$ cat src/mcc_defines.svh
// Constants for the Manchester II word codec: register map, field layout and counts.
// Assumes a single 100 MHz system clock; all timing is counted in events of the input clocks.
// Summary of operation
// Encoder runs from send clock at twice bit rate; auxiliary output divides encoder clock by 6.
// Encode cycle starts on enable high at tx strobe falling edge; spans twenty periods.
// Next tx strobe rising edge samples sync choice: high command, low data sync.
// Data request goes high for exactly sixteen tx strobe periods.
// Host presents one payload bit per tx strobe rising edge while request is high.
// After sync and sixteen coded bits, one parity bit is appended.
// Enable held high makes the next word follow with no gap.
// Host drops enable before parity bit starts to stop a following word.
// Line drive block low forces both line outputs high; sequencing continues.
// Positive and negative line outputs are both active low.
// Shared reset pulse aborts transmission at a send clock rising edge.
// Shared reset clears both 2:1 counters and the divide-by-6 circuit.
// Decoder samples at 12x bit rate; rx strobe is that clock divided by 12, data aligned.
// Decoder takes a bipolar pair or a non-inverted unipolar input.
// Unused inputs are held at their idle levels by the system.
// Decoder runs freely; output starts after valid sync plus two valid bits.
// Sync kind output high sixteen periods after command sync, low after data sync.
// Data window high while bits are output NRZ, captured on rx strobe rising edge.
// After sixteen bits, odd parity checked; word ok only with no errors.
// Word ok drops after 20 rx strobe periods, or sooner on a new sync; the code drops it early only once a new sync plus two valid bits starts output.
// Decoder reset high at rx strobe rising edge aborts output and resumes hunting.
// Command sync is positive then negative, data sync inverse; one is high then low.
// Encoder parity makes the ones over payload plus parity odd.
`ifndef MCC_DEFINES_SVH
`define MCC_DEFINES_SVH

// APB register byte offsets
`define MCC_ADDR_CTRL      12'h000
`define MCC_ADDR_STATUS    12'h004
`define MCC_ADDR_RXWORD    12'h008

// Control field position and reset value
`define MCC_CTRL_UNI_ONLY  0
`define MCC_CTRL_RESET     1'b0

// Encoder counts, in send clock edges
`define MCC_ENC_LAST       6'h27
`define MCC_ENC_REQ_ON     6'h03
`define MCC_ENC_REQ_OFF    6'h23
`define MCC_ENC_DATA_FIRST 6'h04
`define MCC_ENC_OUT_LAST   6'h27
`define MCC_ENC_PAR_CALC   6'h24
`define MCC_SYNC_HALVES    6'h06
`define MCC_SYNC_HALF_MID  6'h03
`define MCC_PAR_HALF       6'h26

// Divide-by-6 toggles every 3 encoder clock edges
`define MCC_DIV6_TOGGLE    2'h2

// Decoder counts, in decoder clock samples, except bit indices and the word ok span in rx strobe periods
`define MCC_PH_LAST        4'hb
`define MCC_PH_STROBE      4'h6
`define MCC_PH_FIRST_HALF  4'h3
`define MCC_PH_SECOND_HALF 4'h9
`define MCC_SYNC_RUN_MIN   5'h0f
// Wide enough for a first sync half that absorbs the previous parity half
`define MCC_SYNC_RUN_MAX   5'h1b
`define MCC_SYNC_CHECK     5'h09
`define MCC_SYNC_LAST      5'h11
`define MCC_BIT_START      5'h01
`define MCC_BIT_PARITY     5'h10
`define MCC_BIT_END        5'h12
`define MCC_OK_PERIODS     5'h14

`endif

$ cat src/mcc_pkg.sv
// Types shared by the Manchester II word codec.
// Assumes mcc_defines.svh carries the numeric constants.
package mcc_pkg;
  typedef enum logic [1:0] {
    MCC_D_HUNT = 2'b00,
    MCC_D_SYNC = 2'b01,
    MCC_D_BITS = 2'b10
  } mcc_dstate_e;
endpackage : mcc_pkg

$ cat src/mcc_codec.sv
// Manchester II word encoder and decoder with an APB register slave.
// Assumes encoder, send and decoder clocks arrive as slow inputs synchronous to CLK_SYS.
`timescale 1ns/10ps
`include "mcc_defines.svh"

module mcc_codec
  import mcc_pkg::*;
(
  // System
  input  wire logic        CLK_SYS,
  input  wire logic        RSTN,
  // APB slave
  input  wire logic        PSEL,
  input  wire logic        PENABLE,
  input  wire logic        PWRITE,
  input  wire logic [11:0] PADDR,
  input  wire logic [31:0] PWDATA,
  output logic      [31:0] PRDATA,
  output logic             PREADY,
  output logic             PSLVERR,
  // Shared controls
  input  wire logic        SHARED_RESET,
  input  wire logic        DECODER_RESET,
  // Encoder side
  input  wire logic        ENC_CLK,
  input  wire logic        SEND_CLK,
  input  wire logic        ENCODER_START,
  input  wire logic        SYNC_TYPE_CHOICE,
  input  wire logic        TX_SERIAL_IN,
  input  wire logic        LINE_DRIVE_BLOCK,
  output logic             DIV6_OUT,
  output logic             TX_BIT_STROBE,
  output logic             TX_DATA_REQUEST,
  output logic             TX_POS_N,
  output logic             TX_NEG_N,
  // Decoder side
  input  wire logic        DEC_CLK,
  input  wire logic        RX_POS_IN,
  input  wire logic        RX_NEG_IN,
  input  wire logic        RX_UNI_IN,
  output logic             RX_BIT_STROBE,
  output logic             RX_SERIAL_OUT,
  output logic             RX_DATA_WINDOW,
  output logic             RX_SYNC_KIND,
  output logic             WORD_OK
);

  // Input clock edge detection
  logic enc_clk_q;
  logic send_clk_q;
  logic dec_clk_q;
  always_ff @(posedge CLK_SYS) begin
    if (!RSTN) begin
      enc_clk_q  <= 1'b0;
      send_clk_q <= 1'b0;
      dec_clk_q  <= 1'b0;
    end else begin
      enc_clk_q  <= ENC_CLK;
      send_clk_q <= SEND_CLK;
      dec_clk_q  <= DEC_CLK;
    end
  end
  wire enc_edge  = ENC_CLK & ~enc_clk_q;
  wire send_edge = SEND_CLK & ~send_clk_q;
  wire dec_edge  = DEC_CLK & ~dec_clk_q;

  // ---------------- Registers ----------------
  logic        ctrl_uni_only;
  logic [15:0] rx_word;
  logic        rx_word_bad;
  logic        enc_busy;
  logic        out_act;
  mcc_dstate_e dstate;

  wire apb_setup  = PSEL & ~PENABLE;
  wire apb_access = PSEL & PENABLE & PREADY;
  wire addr_ok    = (PADDR == `MCC_ADDR_CTRL) || (PADDR == `MCC_ADDR_STATUS) ||
                    (PADDR == `MCC_ADDR_RXWORD);

  // One wait-free answer: ready in the first access cycle
  always_ff @(posedge CLK_SYS) begin
    if (!RSTN) begin
      PREADY  <= 1'b0;
      PSLVERR <= 1'b0;
      PRDATA  <= 32'h0000_0000;
    end else begin
      PREADY  <= apb_setup;
      PSLVERR <= apb_setup & ~addr_ok;
      PRDATA  <= 32'h0000_0000;
      if (apb_setup && !PWRITE) begin
        unique case (PADDR)
          `MCC_ADDR_CTRL:   PRDATA <= {31'h0000_0000, ctrl_uni_only};
          `MCC_ADDR_STATUS: PRDATA <= {26'h000_0000, rx_word_bad, WORD_OK,
                                       RX_DATA_WINDOW, (dstate != MCC_D_HUNT),
                                       out_act, enc_busy};
          `MCC_ADDR_RXWORD: PRDATA <= {16'h0000, rx_word};
          default:          PRDATA <= 32'h0000_0000;
        endcase
      end
    end
  end

  always_ff @(posedge CLK_SYS) begin
    if (!RSTN) begin
      ctrl_uni_only <= `MCC_CTRL_RESET;
    end else if (apb_access && PWRITE && PADDR == `MCC_ADDR_CTRL) begin
      ctrl_uni_only <= PWDATA[`MCC_CTRL_UNI_ONLY];
    end
  end

  // ---------------- Encoder ----------------
  logic [1:0]  div_cnt;
  logic        abort_pend;
  logic [5:0]  seq;
  logic        sync_pend;
  logic [15:0] tx_word;
  logic [5:0]  out_h;
  logic        out_cmd;
  logic        par_bit;

  always_ff @(posedge CLK_SYS) begin
    if (!RSTN || SHARED_RESET) begin
      div_cnt  <= 2'h0;
      DIV6_OUT <= 1'b0;
    end else if (enc_edge) begin
      if (div_cnt == `MCC_DIV6_TOGGLE) begin
        div_cnt  <= 2'h0;
        DIV6_OUT <= ~DIV6_OUT;
      end else begin
        div_cnt <= div_cnt + 2'h1;
      end
    end
  end

  // 2:1 counter making the shift strobe from the send clock
  always_ff @(posedge CLK_SYS) begin
    if (!RSTN || SHARED_RESET) begin
      TX_BIT_STROBE <= 1'b0;
    end else if (send_edge) begin
      TX_BIT_STROBE <= ~TX_BIT_STROBE;
    end
  end

  // Abort is held until a send clock edge, since the send clock may be slow
  always_ff @(posedge CLK_SYS) begin
    if (!RSTN) begin
      abort_pend <= 1'b0;
    end else if (SHARED_RESET) begin
      abort_pend <= 1'b1;
    end else if (send_edge) begin
      abort_pend <= 1'b0;
    end
  end

  always_ff @(posedge CLK_SYS) begin
    if (!RSTN) begin
      enc_busy <= 1'b0;
      seq      <= 6'h00;
    end else if (send_edge) begin
      if (abort_pend || SHARED_RESET) begin
        enc_busy <= 1'b0;
        seq      <= 6'h00;
      end else if (enc_busy && seq != `MCC_ENC_LAST) begin
        seq <= seq + 6'h01;
      end else if (TX_BIT_STROBE && ENCODER_START) begin
        enc_busy <= 1'b1;
        seq      <= 6'h00;
      end else begin
        enc_busy <= 1'b0;
        seq      <= 6'h00;
      end
    end
  end

  wire enc_run = send_edge & enc_busy & ~abort_pend & ~SHARED_RESET;

  always_ff @(posedge CLK_SYS) begin
    if (!RSTN) begin
      sync_pend <= 1'b0;
    end else if (enc_run && seq == 6'h00) begin
      sync_pend <= SYNC_TYPE_CHOICE;
    end
  end

  always_ff @(posedge CLK_SYS) begin
    if (!RSTN) begin
      TX_DATA_REQUEST <= 1'b0;
    end else if (send_edge) begin
      if (abort_pend || SHARED_RESET) begin
        TX_DATA_REQUEST <= 1'b0;
      end else if (enc_busy && seq == `MCC_ENC_REQ_ON) begin
        TX_DATA_REQUEST <= 1'b1;
      end else if (enc_busy && seq == `MCC_ENC_REQ_OFF) begin
        TX_DATA_REQUEST <= 1'b0;
      end
    end
  end

  // Payload bit taken as the strobe rises; slot index from the word position
  wire [4:0] bit_slot = 5'(seq[5:1] - 5'h02);
  always_ff @(posedge CLK_SYS) begin
    if (!RSTN) begin
      tx_word <= 16'h0000;
    end else if (enc_run && TX_DATA_REQUEST && !seq[0] && seq >= `MCC_ENC_DATA_FIRST) begin
      tx_word[bit_slot[3:0]] <= TX_SERIAL_IN;
    end
  end

  // Line output trails the sequencer by one bit so the sync choice is known in time
  always_ff @(posedge CLK_SYS) begin
    if (!RSTN) begin
      out_act <= 1'b0;
      out_h   <= 6'h00;
      out_cmd <= 1'b0;
    end else if (send_edge) begin
      if (abort_pend || SHARED_RESET) begin
        out_act <= 1'b0;
      end else if (enc_busy && seq == 6'h01) begin
        out_act <= 1'b1;
        out_h   <= 6'h00;
        out_cmd <= sync_pend;
      end else if (out_act) begin
        if (out_h == `MCC_ENC_OUT_LAST) begin
          out_act <= 1'b0;
        end else begin
          out_h <= out_h + 6'h01;
        end
      end
    end
  end

  always_ff @(posedge CLK_SYS) begin
    if (!RSTN) begin
      par_bit <= 1'b0;
    end else if (send_edge && out_act && out_h == `MCC_ENC_PAR_CALC) begin
      par_bit <= ~^tx_word;
    end
  end

  logic       half_pos;
  logic [5:0] data_half;
  always_comb begin
    data_half = 6'(out_h - `MCC_SYNC_HALVES);
    if (out_h < `MCC_SYNC_HALVES) begin
      half_pos = out_cmd ^ (out_h >= `MCC_SYNC_HALF_MID);
    end else if (out_h < `MCC_PAR_HALF) begin
      half_pos = tx_word[data_half[4:1]] ^ out_h[0];
    end else begin
      half_pos = par_bit ^ out_h[0];
    end
  end

  always_ff @(posedge CLK_SYS) begin
    if (!RSTN) begin
      TX_POS_N <= 1'b1;
      TX_NEG_N <= 1'b1;
    end else begin
      TX_POS_N <= ~(LINE_DRIVE_BLOCK & out_act & half_pos);
      TX_NEG_N <= ~(LINE_DRIVE_BLOCK & out_act & ~half_pos);
    end
  end

  // ---------------- Decoder ----------------
  logic        lvl;
  logic        lvl_neg;
  logic [4:0]  run;
  logic [3:0]  ph;
  logic [4:0]  sc;
  logic [4:0]  bk;
  logic        h1;
  logic        rx_cmd;
  logic        man_err;
  logic [16:0] rx_bits;
  logic [4:0]  ok_cnt;

  // Bipolar pair when enabled, unipolar always; idle levels keep the unused path quiet
  wire line_now = RX_UNI_IN | (~ctrl_uni_only & RX_POS_IN & ~RX_NEG_IN);
  // Idle pair is neither sense, so a data sync from idle still shows its first half
  // Limitation: a unipolar idle looks like one sense and hides a sync starting there
  wire line_neg  = ~line_now & (ctrl_uni_only | RX_NEG_IN);
  wire line_edge = (line_now != lvl) | (line_neg != lvl_neg);
  wire rx_rise  = dec_edge && ph == 4'(`MCC_PH_STROBE - 4'h1);
  wire dec_abort = SHARED_RESET || (rx_rise && DECODER_RESET);
  wire bit_check = dec_edge && dstate == MCC_D_BITS && ph == `MCC_PH_SECOND_HALF &&
                   bk <= `MCC_BIT_PARITY;
  wire bit_good  = line_now != h1;
  wire start_out = bit_check && bk == `MCC_BIT_START && bit_good && !man_err;
  wire ph_wrap   = dec_edge && ph == `MCC_PH_LAST;

  always_ff @(posedge CLK_SYS) begin
    if (!RSTN) begin
      lvl     <= 1'b0;
      lvl_neg <= 1'b0;
      run     <= 5'h00;
    end else if (dec_edge) begin
      lvl     <= line_now;
      lvl_neg <= line_neg;
      if (line_edge) begin
        run <= 5'h01;
      end else if (run != 5'h1f) begin
        run <= run + 5'h01;
      end
    end
  end

  always_ff @(posedge CLK_SYS) begin
    if (!RSTN) begin
      ph <= 4'h0;
    end else if (SHARED_RESET) begin
      ph <= 4'h0;
    end else if (dec_edge) begin
      if (dstate == MCC_D_HUNT && line_edge &&
          run >= `MCC_SYNC_RUN_MIN && run <= `MCC_SYNC_RUN_MAX) begin
        ph <= `MCC_PH_STROBE;
      end else if (ph == `MCC_PH_LAST) begin
        ph <= 4'h0;
      end else begin
        ph <= ph + 4'h1;
      end
    end
  end

  always_ff @(posedge CLK_SYS) begin
    if (!RSTN) begin
      RX_BIT_STROBE <= 1'b0;
    end else begin
      RX_BIT_STROBE <= ph >= `MCC_PH_STROBE;
    end
  end

  always_ff @(posedge CLK_SYS) begin
    if (!RSTN) begin
      dstate  <= MCC_D_HUNT;
      sc      <= 5'h00;
      bk      <= 5'h00;
      rx_cmd  <= 1'b0;
      h1      <= 1'b0;
      man_err <= 1'b0;
      rx_bits <= 17'h0_0000;
    end else if (dec_abort) begin
      dstate <= MCC_D_HUNT;
      bk     <= 5'h00;
    end else if (dec_edge) begin
      unique case (dstate)
        MCC_D_HUNT: begin
          if (line_edge && run >= `MCC_SYNC_RUN_MIN && run <= `MCC_SYNC_RUN_MAX) begin
            dstate  <= MCC_D_SYNC;
            rx_cmd  <= lvl;
            sc      <= 5'h00;
            man_err <= 1'b0;
          end
        end
        MCC_D_SYNC: begin
          sc <= sc + 5'h01;
          if (sc == `MCC_SYNC_CHECK && line_now == rx_cmd) begin
            dstate <= MCC_D_HUNT;
          end else if (sc == `MCC_SYNC_LAST) begin
            dstate <= MCC_D_BITS;
            bk     <= 5'h00;
          end
        end
        MCC_D_BITS: begin
          if (ph == `MCC_PH_FIRST_HALF) begin
            h1 <= line_now;
          end
          if (bit_check) begin
            rx_bits[bk] <= h1;
            if (!bit_good) begin
              if (bk <= `MCC_BIT_START) begin
                dstate <= MCC_D_HUNT;
              end
              man_err <= 1'b1;
            end
          end
          if (ph == `MCC_PH_LAST) begin
            if (bk == 5'(`MCC_BIT_END - 5'h01)) begin
              dstate <= MCC_D_HUNT;
              bk     <= 5'h00;
            end else begin
              bk <= bk + 5'h01;
            end
          end
        end
        default: dstate <= MCC_D_HUNT;
      endcase
    end
  end

  // Output lags decoding by two bits, so the window opens only on a proven word start
  logic win_armed;
  always_ff @(posedge CLK_SYS) begin
    if (!RSTN) begin
      win_armed      <= 1'b0;
      RX_DATA_WINDOW <= 1'b0;
      RX_SYNC_KIND   <= 1'b0;
      RX_SERIAL_OUT  <= 1'b0;
    end else if (dec_abort) begin
      win_armed      <= 1'b0;
      RX_DATA_WINDOW <= 1'b0;
      RX_SYNC_KIND   <= 1'b0;
    end else if (start_out) begin
      win_armed <= 1'b1;
    end else if (ph_wrap && win_armed) begin
      if (bk == 5'(`MCC_BIT_END - 5'h01)) begin
        win_armed      <= 1'b0;
        RX_DATA_WINDOW <= 1'b0;
        RX_SYNC_KIND   <= 1'b0;
        RX_SERIAL_OUT  <= 1'b0;
      end else begin
        RX_DATA_WINDOW <= 1'b1;
        RX_SYNC_KIND   <= rx_cmd;
        RX_SERIAL_OUT  <= rx_bits[4'(bk - 5'h01)];
      end
    end
  end

  wire word_end = ph_wrap && win_armed && !dec_abort && bk == 5'(`MCC_BIT_END - 5'h01);
  wire word_par = ^rx_bits;

  always_ff @(posedge CLK_SYS) begin
    if (!RSTN) begin
      WORD_OK     <= 1'b0;
      ok_cnt      <= 5'h00;
      rx_word     <= 16'h0000;
      rx_word_bad <= 1'b0;
    end else if (word_end) begin
      WORD_OK     <= word_par & ~man_err;
      ok_cnt      <= 5'h00;
      rx_word     <= rx_bits[15:0];
      rx_word_bad <= ~word_par | man_err;
    end else if (start_out) begin
      WORD_OK <= 1'b0;
    end else if (rx_rise && WORD_OK) begin
      if (ok_cnt == 5'(`MCC_OK_PERIODS - 5'h01)) begin
        WORD_OK <= 1'b0;
      end else begin
        ok_cnt <= ok_cnt + 5'h01;
      end
    end
  end

  // ---------------- Checks ----------------
  logic [4:0] req_rises;
  always_ff @(posedge CLK_SYS) begin
    if (!RSTN || !TX_DATA_REQUEST) begin
      req_rises <= 5'h00;
    end else if (send_edge && !TX_BIT_STROBE) begin
      req_rises <= req_rises + 5'h01;
    end
  end
endmodule : mcc_codec

$ cat config.mk
export PLATFORM = sky130hd
export DESIGN_NAME = mcc_codec
export DESIGN_NICKNAME = d
export VERILOG_FILES = /design/src/mcc_pkg.sv /design/src/mcc_codec.sv
export VERILOG_INCLUDE_DIRS = /design/src
export SDC_FILE = /design/constraint.sdc
export NUM_CORES = 1
export LEC_CHECK = 0
export BUFFER_PORTS_ARGS = -buffer_cell sky130_fd_sc_hd__buf_2
export CORE_MARGIN = 1
export CORE_UTILIZATION = 45
export DETAILED_ROUTE_END_ITERATION = 16
export PLACE_DENSITY = 0.68
export SETUP_SLACK_MARGIN = 0.3
export SLEW_MARGIN = 15
export SYNTH_ARGS = -nofsm -noshare
export SYNTH_HDL_FRONTEND = slang
export SYNTH_SLANG_ARGS = --single-unit
$ cat constraint.sdc
create_clock -name CLK_SYS -period 2.6 [get_ports CLK_SYS]
set_input_delay 0.13 -clock CLK_SYS [delete_from_list [all_inputs] [get_ports CLK_SYS]]
set_output_delay 0.13 -clock CLK_SYS [all_outputs]
set_load 0.05 [all_outputs]
* Word level (Yosys, flattened, before mapping)
Index checks and enable logic that the tools add are counted.
Word-level totals: flip-flop bits (word level) 150, bits in latches 0, RAM bits 0, bits in read-only memories 0, word-level logic and storage cells 297, memories 0
Operators by class: $add $sub $neg 11, multipliers 0, divide/modulo/power cells 0, magnitude comparators 15, equal/unequal tests 34, shifts and indexed selects 0, muxes and demuxes 65, bitwise operators 46, reductions and logical operators 84
Operators with widths (number):
- one-hot mux 16 bit (3 select lines) | 1
- logical AND 1 bit | 35
- 2-to-1 mux 5 bit | 7
- 2-to-1 mux 1 bit | 31
- 2-to-1 mux 6 bit | 5
- NOT 1 bit | 22
- adder 5 x 1 -> 5 bit (second input constant) | 4
- one-hot mux 5 bit (2 select lines) | 2
- AND reduction 4 bit | 5
- equality test 6 bit (second input constant) | 3
- 2-to-1 mux 2 bit | 9
- nonzero test 2 bit | 9
- bitwise AND 1 bit | 17
- bitwise mux 17 bit | 1
- parity 17 bit | 1
- bitwise mux 16 bit | 1
- AND reduction 2 bit | 8
- XNOR reduction 16 bit | 1
- equality test 5 bit (second input constant) | 3
- adder 6 x 1 -> 6 bit (second input constant) | 2
- equality test 12 x 3 -> 1 bit (second input constant) | 1
- equality test 12 x 4 -> 1 bit (second input constant) | 1
- logical NOT 12 bit | 1
- AND reduction 3 bit | 4
- 50 further kinds | 81

* Logic depth before layout (Yosys ltp)
Gate-level depths: netlist of the first run.
depth in word-level cells 12, gate-level depth with buffers 9, gate-level depth less buffers 8

* Worst setup path after synthesis of the first run
OpenSTA, ideal clock, no wires.
path type flip-flop to flip-flop, start point register out_h[2], end point register TX_POS_N, arrival time 2.356 ns, slack 0.111 ns, cell stages (with the launch flop) 8, path buffers 0, clock period less this slack 2.489 ns, path through dfxtp_1 > ha_1 > xor2_2 > mux4_1 > mux2i_1 > mux2_2 > a2111oi_2 > nand4_1
Between the ends: word-level cells in the longest chain between the ends 8, elaborated cells between the ends (all ways) 12, classes of those cells add/sub (1); order compare (3); mux (4); bitwise (4)
Ends and longest elaborated chain:
- start: declaration | RTL line mcc_codec.sv:117 | logic [5:0] out_h;
- start signal: assignment | RTL line mcc_codec.sv:226 | out_h <= out_h + 6'h01;
- subtractor 5 x 3 -> 5 bit (no source line)
- binary-select mux 1 bit (select 4 bit) | RTL line mcc_codec.sv:247 | half_pos = tx_word[data_half[4:1]] ^ out_h[0];
- 2-to-1 mux 1 bit (implied by the code) | RTL line mcc_codec.sv:247
- XOR 1 bit | RTL line mcc_codec.sv:247
- 2-to-1 mux 1 bit | RTL line mcc_codec.sv:246 | end else if (out_h < `MCC_PAR_HALF) begin
- 2-to-1 mux 1 bit (*) | RTL line mcc_codec.sv:244 | if (out_h < `MCC_SYNC_HALVES) begin
- bitwise AND 1 bit (*) | RTL line mcc_codec.sv:258 | TX_POS_N <= ~(LINE_DRIVE_BLOCK & out_act & half_pos);
- NOT 1 bit (*) | RTL line mcc_codec.sv:258
- end signal: assignment | RTL line mcc_codec.sv:258
- end: declaration | RTL line mcc_codec.sv:34 | output logic TX_POS_N,
Mark *: on every way between the ends. The rest lies on a longest branch, timed or not. The select of a mux whose other input is x is not followed. A chain may end at the register's enable or synchronous reset.

* Worst setup path after layout of the first run
start point register out_h[1], end point register TX_POS_N
The elaborated chain is that of the path after synthesis.

==> results of run 1 <==
-- cell usage after synthesis, types with 9 or more instances --
master | count | area share [%]
sky130_fd_sc_hd__nand3_1 | 22 | 1.6
sky130_fd_sc_hd__o21ai_0 | 21 | 1.5
sky130_fd_sc_hd__nand2_1 | 93 | 5.1
sky130_fd_sc_hd__mux2i_1 | 46 | 6.7
sky130_fd_sc_hd__dfxtp_1 | 134 | 39
sky130_fd_sc_hd__buf_4 | 17 | 1.9
sky130_fd_sc_hd__inv_1 | 26 | 1.4
sky130_fd_sc_hd__nor4_1 | 9 | 0.82
sky130_fd_sc_hd__ha_1 | 23 | 4.2
sky130_fd_sc_hd__nand4_1 | 13 | 1.2
sky130_fd_sc_hd__clkbuf_1 | 28 | 1.5
sky130_fd_sc_hd__nor3_1 | 21 | 1.5
sky130_fd_sc_hd__nor2_1 | 95 | 5.2
sky130_fd_sc_hd__or3_1 | 9 | 0.82
sky130_fd_sc_hd__xnor2_1 | 37 | 4.7
sky130_fd_sc_hd__a21oi_1 | 58 | 4.2
sky130_fd_sc_hd__xor2_1 | 13 | 1.7
sky130_fd_sc_hd__and2_1 | 18 | 1.6
-- layer usage --
metal	routed length, um	vias to the layer above
li1	-	2919
met1	7623	2762
met2	7695	127
met3	607	23
met4	202	0
met5	0	-
-- what timing repair did --
item                                   4_1_cts  5_1_grt
setup endpoints to repair                    4       47
buffers inserted                             5        1
hold buffers                                 9        0
pin swaps                                    3        1
gates resized for setup                      3       14
endpoints found under the hold margin        9        0
-- worst paths after layout --
| path | startpoint | endpoint | slack, ns | cells past startpoint |
|---|---|---|---|---|
| setup / recovery | out_h[1]$_SDFFE_PN0P_ | TX_POS_N$_SDFF_PN1_ | 0.33 | 7 |
| hold / removal | SHARED_RESET | abort_pend$_SDFFE_PN0P_ | 0.05 | 3 |
| setup reg to reg | out_h[1]$_SDFFE_PN0P_ | TX_POS_N$_SDFF_PN1_ | 0.33 | 7 |
| hold reg to reg | rx_word[14]$_SDFFE_PN0P_ | rx_word[14]$_SDFFE_PN0P_ | 0.45 | 2 |
-- tightest hold or removal path, stage by stage --
cell                      delay [ns]
sky130_fd_sc_hd__buf_2          0.17
sky130_fd_sc_hd__a21oi_1        0.06
sky130_fd_sc_hd__nor2_1         0.08
-- flip-flops by register name (all words and copies together) (netlist names), 2 cells and up --
| name | flops |
|---|---|
| dstate | 2 |
| run | 5 |
| seq | 6 |
| sc | 5 |
| ph | 4 |
| rx_word | 16 |
| PRDATA | 16 |
| tx_word | 16 |
| out_h | 6 |
| rx_bits | 17 |
| bk | 5 |
| div_cnt | 2 |
| ok_cnt | 5 |
-- power groups by stage --
stage | Clock (mW) | Combinational (mW) | Sequential, mW
global route | 2.81 | 0.253 | 2.08
finish | 2.67 | 0.233 | 2.08
CTS | 2.71 | 0.232 | 2.08
detailed placement | 0 | 0.220 | 2.12
floorplan | 0 | 0.162 | 2.12
global placement | 0 | 0.219 | 2.12
-- cell type report --
class                   instances  area share, %
flip-flops and latches        134          32.56
inverters                      26          1.226
repair buffers                 95          7.172
clock inverters                10          1.997
multi-input cells             608          48.27
clock buffers                  22          5.992
well taps                     184          2.784
-- logic make-up (layout without fill, tap and decap cells) --
group	Yosys count	count (layout)	synth area share, %
other	1	16	0.05452
AND/OR/NAND/NOR	338	338	24.20
flip-flops	134	134	39.00
multiplexers	56	56	9.751
adder cells (fa/ha/maj)	23	23	4.184
AO/OA/AOI/OAI	124	124	10.99
buffers and inverters	76	153	5.221
XOR/XNOR	51	51	6.604
==> out/qor_table.md, run 1 <==
| Result | This run | Unit |
|---|---|---|
| Synthesis-to-layout area growth | 20.23 | % |
| Cell at the root of the clock tree | sky130_fd_sc_hd__clkbuf_16 | - |
| Clk slew on worst S/H paths | 0.06 | ns |
| Portion of the post-synthesis area used by sequential elements | 39.00 | % |
| Switching part of the total | 22.15 | % |
| Unrepaired setup endpoints after global routing | yes | - |
| Detailed placement HPWL | 11220 | um |
| Global routing met1 resource utilization | 28.41 | % |
| GP Congestion | 0.8778 | - |
| Share of synthesized registers carrying an async set or reset | 0 | % |
| Post-Route WL | 16130 | um |
| Worst Path Buf+Inv | 0 | - |
| Required time of the critical path | 2.89 | ns |
| Crit Path Max Fanout | 3 | - |
| Total negative slack for setup checks | 0 | ns |
| Routed length per instance | 14.95 | um |
| Post-route clock skew | 0.01099 | ns |
| Cell internal power dissipation | 3.873 | mW |
| H-tree depth | 4 | - |
| Critical path capture point type | flop | - |
| Post-DRT Antenna Nets | 0 | - |
| Met2 layer usage reported by global route | 35.65 | % |
| Worst Setup Slack post-DPL | 0.1680 | ns |
| Vertical extent of the die | 125.6 | um |
| Area occupied by multi-input gates | 3991 | um^2 |
| Pin count of the biggest net entering global routing | 31 | - |
| Cell breakdown of the critical path | ha_4 > xor2_4 > mux4_2 > mux2i_4 > mux2_4 > a2111oi_4 > nand4_1 | - |
| Die W | 125.6 | um |
| Layout cells sized above 1 | 17.65 | % |
| Quantity of I/O buffers inserted on ports | 57 | - |
| Via-per-instance ratio | 5.404 | - |
| Number of inserted diodes | 0 | - |
| TritonCTS clock tree | built | - |
| Switching power total | 1.102 | mW |
| Number of library cell types mapped by synthesis | 63 | - |
| Post-layout min period | 2.271 | ns |
| Number of vias in the routed layout | 5831 | - |
| TritonCTS Buffers | 17 | - |
| Most common library cell in the layout ignoring fill and taps | sky130_fd_sc_hd__dfxtp_1 | - |
| Max clock buf depth | 2 | - |
| Post-synthesis average cell area | 8.565 | um^2 |
| Syn. warnings | 0 | - |
| Fin nets | 966 | - |
| Number of antenna violations at the first check in global routing | 0 | - |
| Non-filler cells in the finished layout | 1079 | - |
| Skew-Pair Late Insertion Delay | 0.43 | ns |
| Number of optimization iterations in the first detailed-route pass | 11 | - |
| Setup Viol. Count Final | 0 | - |
| Main synth FF type | sky130_fd_sc_hd__dfxtp_1 | - |
| Largest stage delay on the critical path | 0.55 | ns |
| Post-synthesis sequential element count | 134 | - |
| Violated checks | design-rule violations | - |
| Number of max-capacitance violations reported | 0 | - |
| Busiest metal layer after global routing | met2 | - |
| Type of the setup path with the least slack | reg -> reg | - |
| Final design utilization | 56.26 | % |
| # fillers | 1301 | - |
| Post-detailed-route DRC marker count | 3 | - |
| Leakage power figure | 3.305 | nW |
| Cell family with most CP delay | multiplexers | - |
| Worst min path class | in -> reg | - |
| Initial standard-cell utilization of the core | 46.79 | % |
| Clock network fraction of total power | 53.6 | % |
| Final clock period utilization by the worst path | 87.36 | % |
| Power per standard cell area | 601.7 | nW/um^2 |
| Achievable clock frequency | 0.4402 | GHz |
| Tightest Pin Transition | 0.7010 | ns |
| All-layer global routing usage | 21.82 | % |
| Area taken by flip-flops and latches | 2693 | um^2 |
| Via count of the first global-routing pass | 5559 | - |
| I/O pin count | 105 | - |
| Full die area | 15780 | um^2 |
| EDFF count, synth | 0 | - |
| Post-synth design cell area | 6878 | um^2 |
| Total number of placement rows | 44 | - |
| Core area | 14700 | um^2 |
| Status | finished, violations left | - |
| Overall Power | 4.976 | mW |
| Worst hold slack | 0.05009 | ns |
| Number of instances in the synthesized netlist | 803 | - |
| Worst Path Arrival | 2.56 | ns |
| Share of total power in combinational logic | 4.7 | % |
| Critical path launch point type | flop | - |
| Gr ovfl total | 0 | - |
| Number of cells after detailed placement | 1032 | - |
| Total number of clock tree sinks | 134 | - |
| Power share of the sequential group | 41.7 | % |
| Drt initial violations | 365 | - |
| Maximum vdd drop | 524.5 | uV |
| Met3 capacity usage during global routing | 5.310 | % |
| Total count of hold-check failures in the final report | 0 | - |
| Final Instance Area | 8269 | um^2 |
| First-pass GRT wire length | 27290 | um |
| Placed cell areas | 7397 | um^2 |
| Max_slew headroom | 53.20 | % |
| Commonest cells after routing, fill and taps aside | sky130_fd_sc_hd__dfxtp_1, sky130_fd_sc_hd__nor2_1, sky130_fd_sc_hd__nand2_1 | - |
| Slew Viols, Final | 0 | - |
| Slowest stage cell, crit path | sky130_fd_sc_hd__mux4_2 | - |
| Worst path setup slack after routing | 0.3285 | ns |
Note: power is estimated with default switching activity, not from simulation.
==> run 2: changes to the inputs <==
--- a/config.mk
+++ b/config.mk
@@ -8,9 +8,9 @@
 export LEC_CHECK = 0
 export BUFFER_PORTS_ARGS = -buffer_cell sky130_fd_sc_hd__buf_2
 export CORE_MARGIN = 1
-export CORE_UTILIZATION = 45
+export CORE_UTILIZATION = 50
 export DETAILED_ROUTE_END_ITERATION = 16
-export PLACE_DENSITY = 0.68
+export PLACE_DENSITY = 0.74
 export SETUP_SLACK_MARGIN = 0.3
 export SLEW_MARGIN = 15
 export SYNTH_ARGS = -nofsm -noshare
==> run 2 against run 1 <==
Effect of this change:
- maximum frequency fell by 0.91%
- power fell by 5.1%
- utilization up 4.8 points
- via count down 0.69%
- sequential power about the same
- cell count decreased by 1.1%
- largest cell class unchanged
- clock power decreased by 9.7%
- register-to-register slack worse by 0.02 ns
- die area is 9.8% lower
- largest power group unchanged
- the flow now finishes without violations
==> out/qor_table.md, run 2 (synthesis results as in run 1) <==
| Result | This run | Unit | Change |
|---|---|---|---|
| Clk slew on worst S/H paths | 0.06 | ns | about the same |
| Tightest Pin Transition | 0.8323 | ns | +0.1312 ns |
| Number of vias in the routed layout | 5791 | - | -0.69% |
| First-pass GRT wire length | 25810 | um | -5.4% |
| Full die area | 14230 | um^2 | -9.8% |
| Total count of hold-check failures in the final report | 0 | - | unchanged |
| Die W | 119.3 | um | -5.1% |
| Number of inserted diodes | 0 | - | unchanged |
| Vertical extent of the die | 119.3 | um | -5.1% |
| I/O pin count | 105 | - | unchanged |
| Cell count of the worst reg-to-reg path | 7 | - | unchanged |
| Total negative slack for setup checks | 0 | ns | unchanged |
| Number of antenna violations at the first check in global routing | 0 | - | unchanged |
| Max FFs per register | 17 | - | unchanged |
| Via count of the first global-routing pass | 5333 | - | -4.1% |
| Final Instance Area | 8152 | um^2 | -1.4% |
| Post-DRT Antenna Nets | 0 | - | unchanged |
| Overall Power | 4.720 | mW | -5.1% |
| Cells on Worst Hold Path | 3 | - | unchanged |
| Placed cell areas | 7372 | um^2 | -0.34% |
| Critical path capture point type | flop | - |  |
| GP Congestion | 0.8987 | - | +2.4% |
| Post-Route WL | 15610 | um | -3.2% |
| Post-layout min period | 2.292 | ns | +0.02084 ns |
| Leakage power figure | 3.272 | nW | -1.0% |
| H-tree depth | 4 | - | unchanged |
| Max_slew headroom | 44.43 | % | -8.8 points |
| Number of gates on the worst path with buffers counted | 7 | - | unchanged |
| Drt initial violations | 460 | - | +26% |
| Type of the setup path with the least slack | reg -> reg | - |  |
| Skew-Pair Late Insertion Delay | 0.43 | ns | about the same |
| Routed length per instance | 14.63 | um | -2.1% |
| Gr ovfl total | 0 | - | unchanged |
| Unrepaired setup endpoints after global routing | yes | - |  |
| All-layer global routing usage | 23.13 | % | +1.3 points |
| TritonCTS clock tree | built | - |  |
| Cell breakdown of the critical path | ha_4 > xor2_4 > mux4_2 > mux2i_4 > mux2_4 > a2111oi_4 > nand4_1 | - |  |
| Number of optimization iterations in the first detailed-route pass | 5 | - | -6 |
| Number of max-capacitance violations reported | 0 | - | unchanged |
| Fin nets | 963 | - | -0.31% |
| Via-per-instance ratio | 5.427 | - | +0.43% |
| Required time of the critical path | 2.90 | ns | about the same |
| # fillers | 1163 | - | -11% |
| Core area | 13350 | um^2 | -9.2% |
| Worst Path Arrival | 2.59 | ns | +0.03 ns |
| Max clock buf depth | 2 | - | unchanged |
| Post-route clock skew | 0.007228 | ns | -0.003759 ns |
| Total number of placement rows | 42 | - | -4.5% |
| Synthesis-to-layout area growth | 18.52 | % |  |
| Power per standard cell area | 579.0 | nW/um^2 | -3.8% |
| Pin count of the biggest net entering global routing | 45 | - | +45% |
| TritonCTS Buffers | 17 | - | unchanged |
| Cell family with most CP delay | multiplexers | - |  |
| Detailed placement HPWL | 10730 | um | -4.4% |
| Critical path launch point type | flop | - |  |
| Setup Viol. Count Final | 0 | - | unchanged |
| Final clock period utilization by the worst path | 88.17 | % | +0.80 points |
| Register containing the most flip-flops in the final layout | rx_bits | - |  |
| Initial standard-cell utilization of the core | 51.53 | % | +4.7 points |
| Worst min path class | in -> reg | - |  |
| Crit Path Max Fanout | 6 | - | +3 |
| Maximum vdd drop | 448.7 | uV | -14% |
| Achievable clock frequency | 0.4362 | GHz | -0.91% |
| Worst Path Buf+Inv | 0 | - | unchanged |
| Layout cells sized above 1 | 16.61 | % | -1.0 points |
| Post-detailed-route DRC marker count | 0 | - | -3 |
| Slew Viols, Final | 0 | - | unchanged |
| Cell at the root of the clock tree | sky130_fd_sc_hd__clkbuf_16 | - |  |
| Commonest cells after routing, fill and taps aside | sky130_fd_sc_hd__dfxtp_1, sky130_fd_sc_hd__nor2_1, sky130_fd_sc_hd__nand2_1 | - |  |
| Most common library cell in the layout ignoring fill and taps | sky130_fd_sc_hd__dfxtp_1 | - |  |
| Total number of clock tree sinks | 134 | - | unchanged |
| Slowest stage cell, crit path | sky130_fd_sc_hd__mux4_2 | - |  |
| Quantity of I/O buffers inserted on ports | 57 | - | unchanged |
| Status | complete, no violations | - |  |
| Largest stage delay on the critical path | 0.55 | ns | about the same |
## run 2: cell count changes in the layout (fill, tap and decap cells not counted), moves of 2 or more
cell / before / now
sky130_fd_sc_hd__buf_4: 29 / 26
sky130_fd_sc_hd__clkbuf_1: 1 / 3
sky130_fd_sc_hd__clkinvlp_4: 4 / 1
sky130_fd_sc_hd__clkinv_2: 1 / 4
## run 2: report_power, final
| part | switching, mW | internal, mW | leakage (nW) | total (mW) |
|---|---|---|---|---|
| clock | 0.868 | 1.54 | 0.290 | 2.41 |
| sequential | 0.0119 | 2.06 | 1.08 | 2.08 |
| combinational | 0.163 | 0.0672 | 1.90 | 0.230 |
## run 2: layout make-up
| type | instances | area, um^2 | area share (%) |
|---|---|---|---|
| Timing Repair Buffer | 92 | 570.5 | 6.999 |
| Sequential cell | 134 | 2691 | 33.02 |
| Tap cell | 176 | 220.2 | 2.701 |
| Clock buffer | 22 | 464.2 | 5.695 |
| Clock inverter | 9 | 126.4 | 1.550 |
| Multi-Input combinational cell | 608 | 3981 | 48.84 |
| Inverter | 26 | 97.59 | 1.197 |
## run 2: per-layer routing
layer  part of all wire (%)  up-vias  track usage [%]
met1                     46     2698            29.66
met4                    2.3        0            9.731
li1                       -     2913                -
met3                    4.7       36            5.460
met2                     47      144            37.10
met5                      0        -                0
## run 2: through the flow
stage,util (%),setup slack [ns],hold WS (ns),std cells
CTS,60.65,0.2984,0.02249,1064
detailed placement,55.23,0.1236,0.3332,1022
finish,61.07,0.3077,0.03295,1067
global route,61.07,0.2300,0.05113,1067
global placement,55.23,0.1605,0.3297,1022
floorplan,-,0.3022,0.2094,818
## run 2: path summary, 6_finish.rpt
path                                start                       to  slack [ns]
setup / recovery    out_h[2]$_SDFFE_PN0P_      TX_POS_N$_SDFF_PN1_        0.31
hold / removal               SHARED_RESET  abort_pend$_SDFFE_PN0P_        0.03
setup reg to reg    out_h[2]$_SDFFE_PN0P_      TX_POS_N$_SDFF_PN1_        0.31
hold reg to reg   rx_word[6]$_SDFFE_PN0P_  rx_word[6]$_SDFFE_PN0P_        0.45
## run 2: worst reg2reg max path: cells and delay by family (launching register included)
family | cells | cell delay (ns)
XOR/XNOR | 1 | 0.20
multiplexers | 3 | 1.09
flip-flops | 1 | 0.37
AO/OA/AOI/OAI | 1 | 0.20
AND/OR/NAND/NOR | 1 | 0.12
adder cells (fa/ha/maj) | 1 | 0.19
## run 2: what timing repair did
| action | 4_1_cts | 5_1_grt |
|---|---|---|
| setup endpoints to repair | 3 | 13 |
| endpoints found under the hold margin | 9 | 0 |
| hold buffers | 9 | 0 |
| resized for setup | 6 | 8 |
| buffers inserted | 2 | 3 |
| cloned | 0 | 0 |
| pin swaps | 2 | 2 |
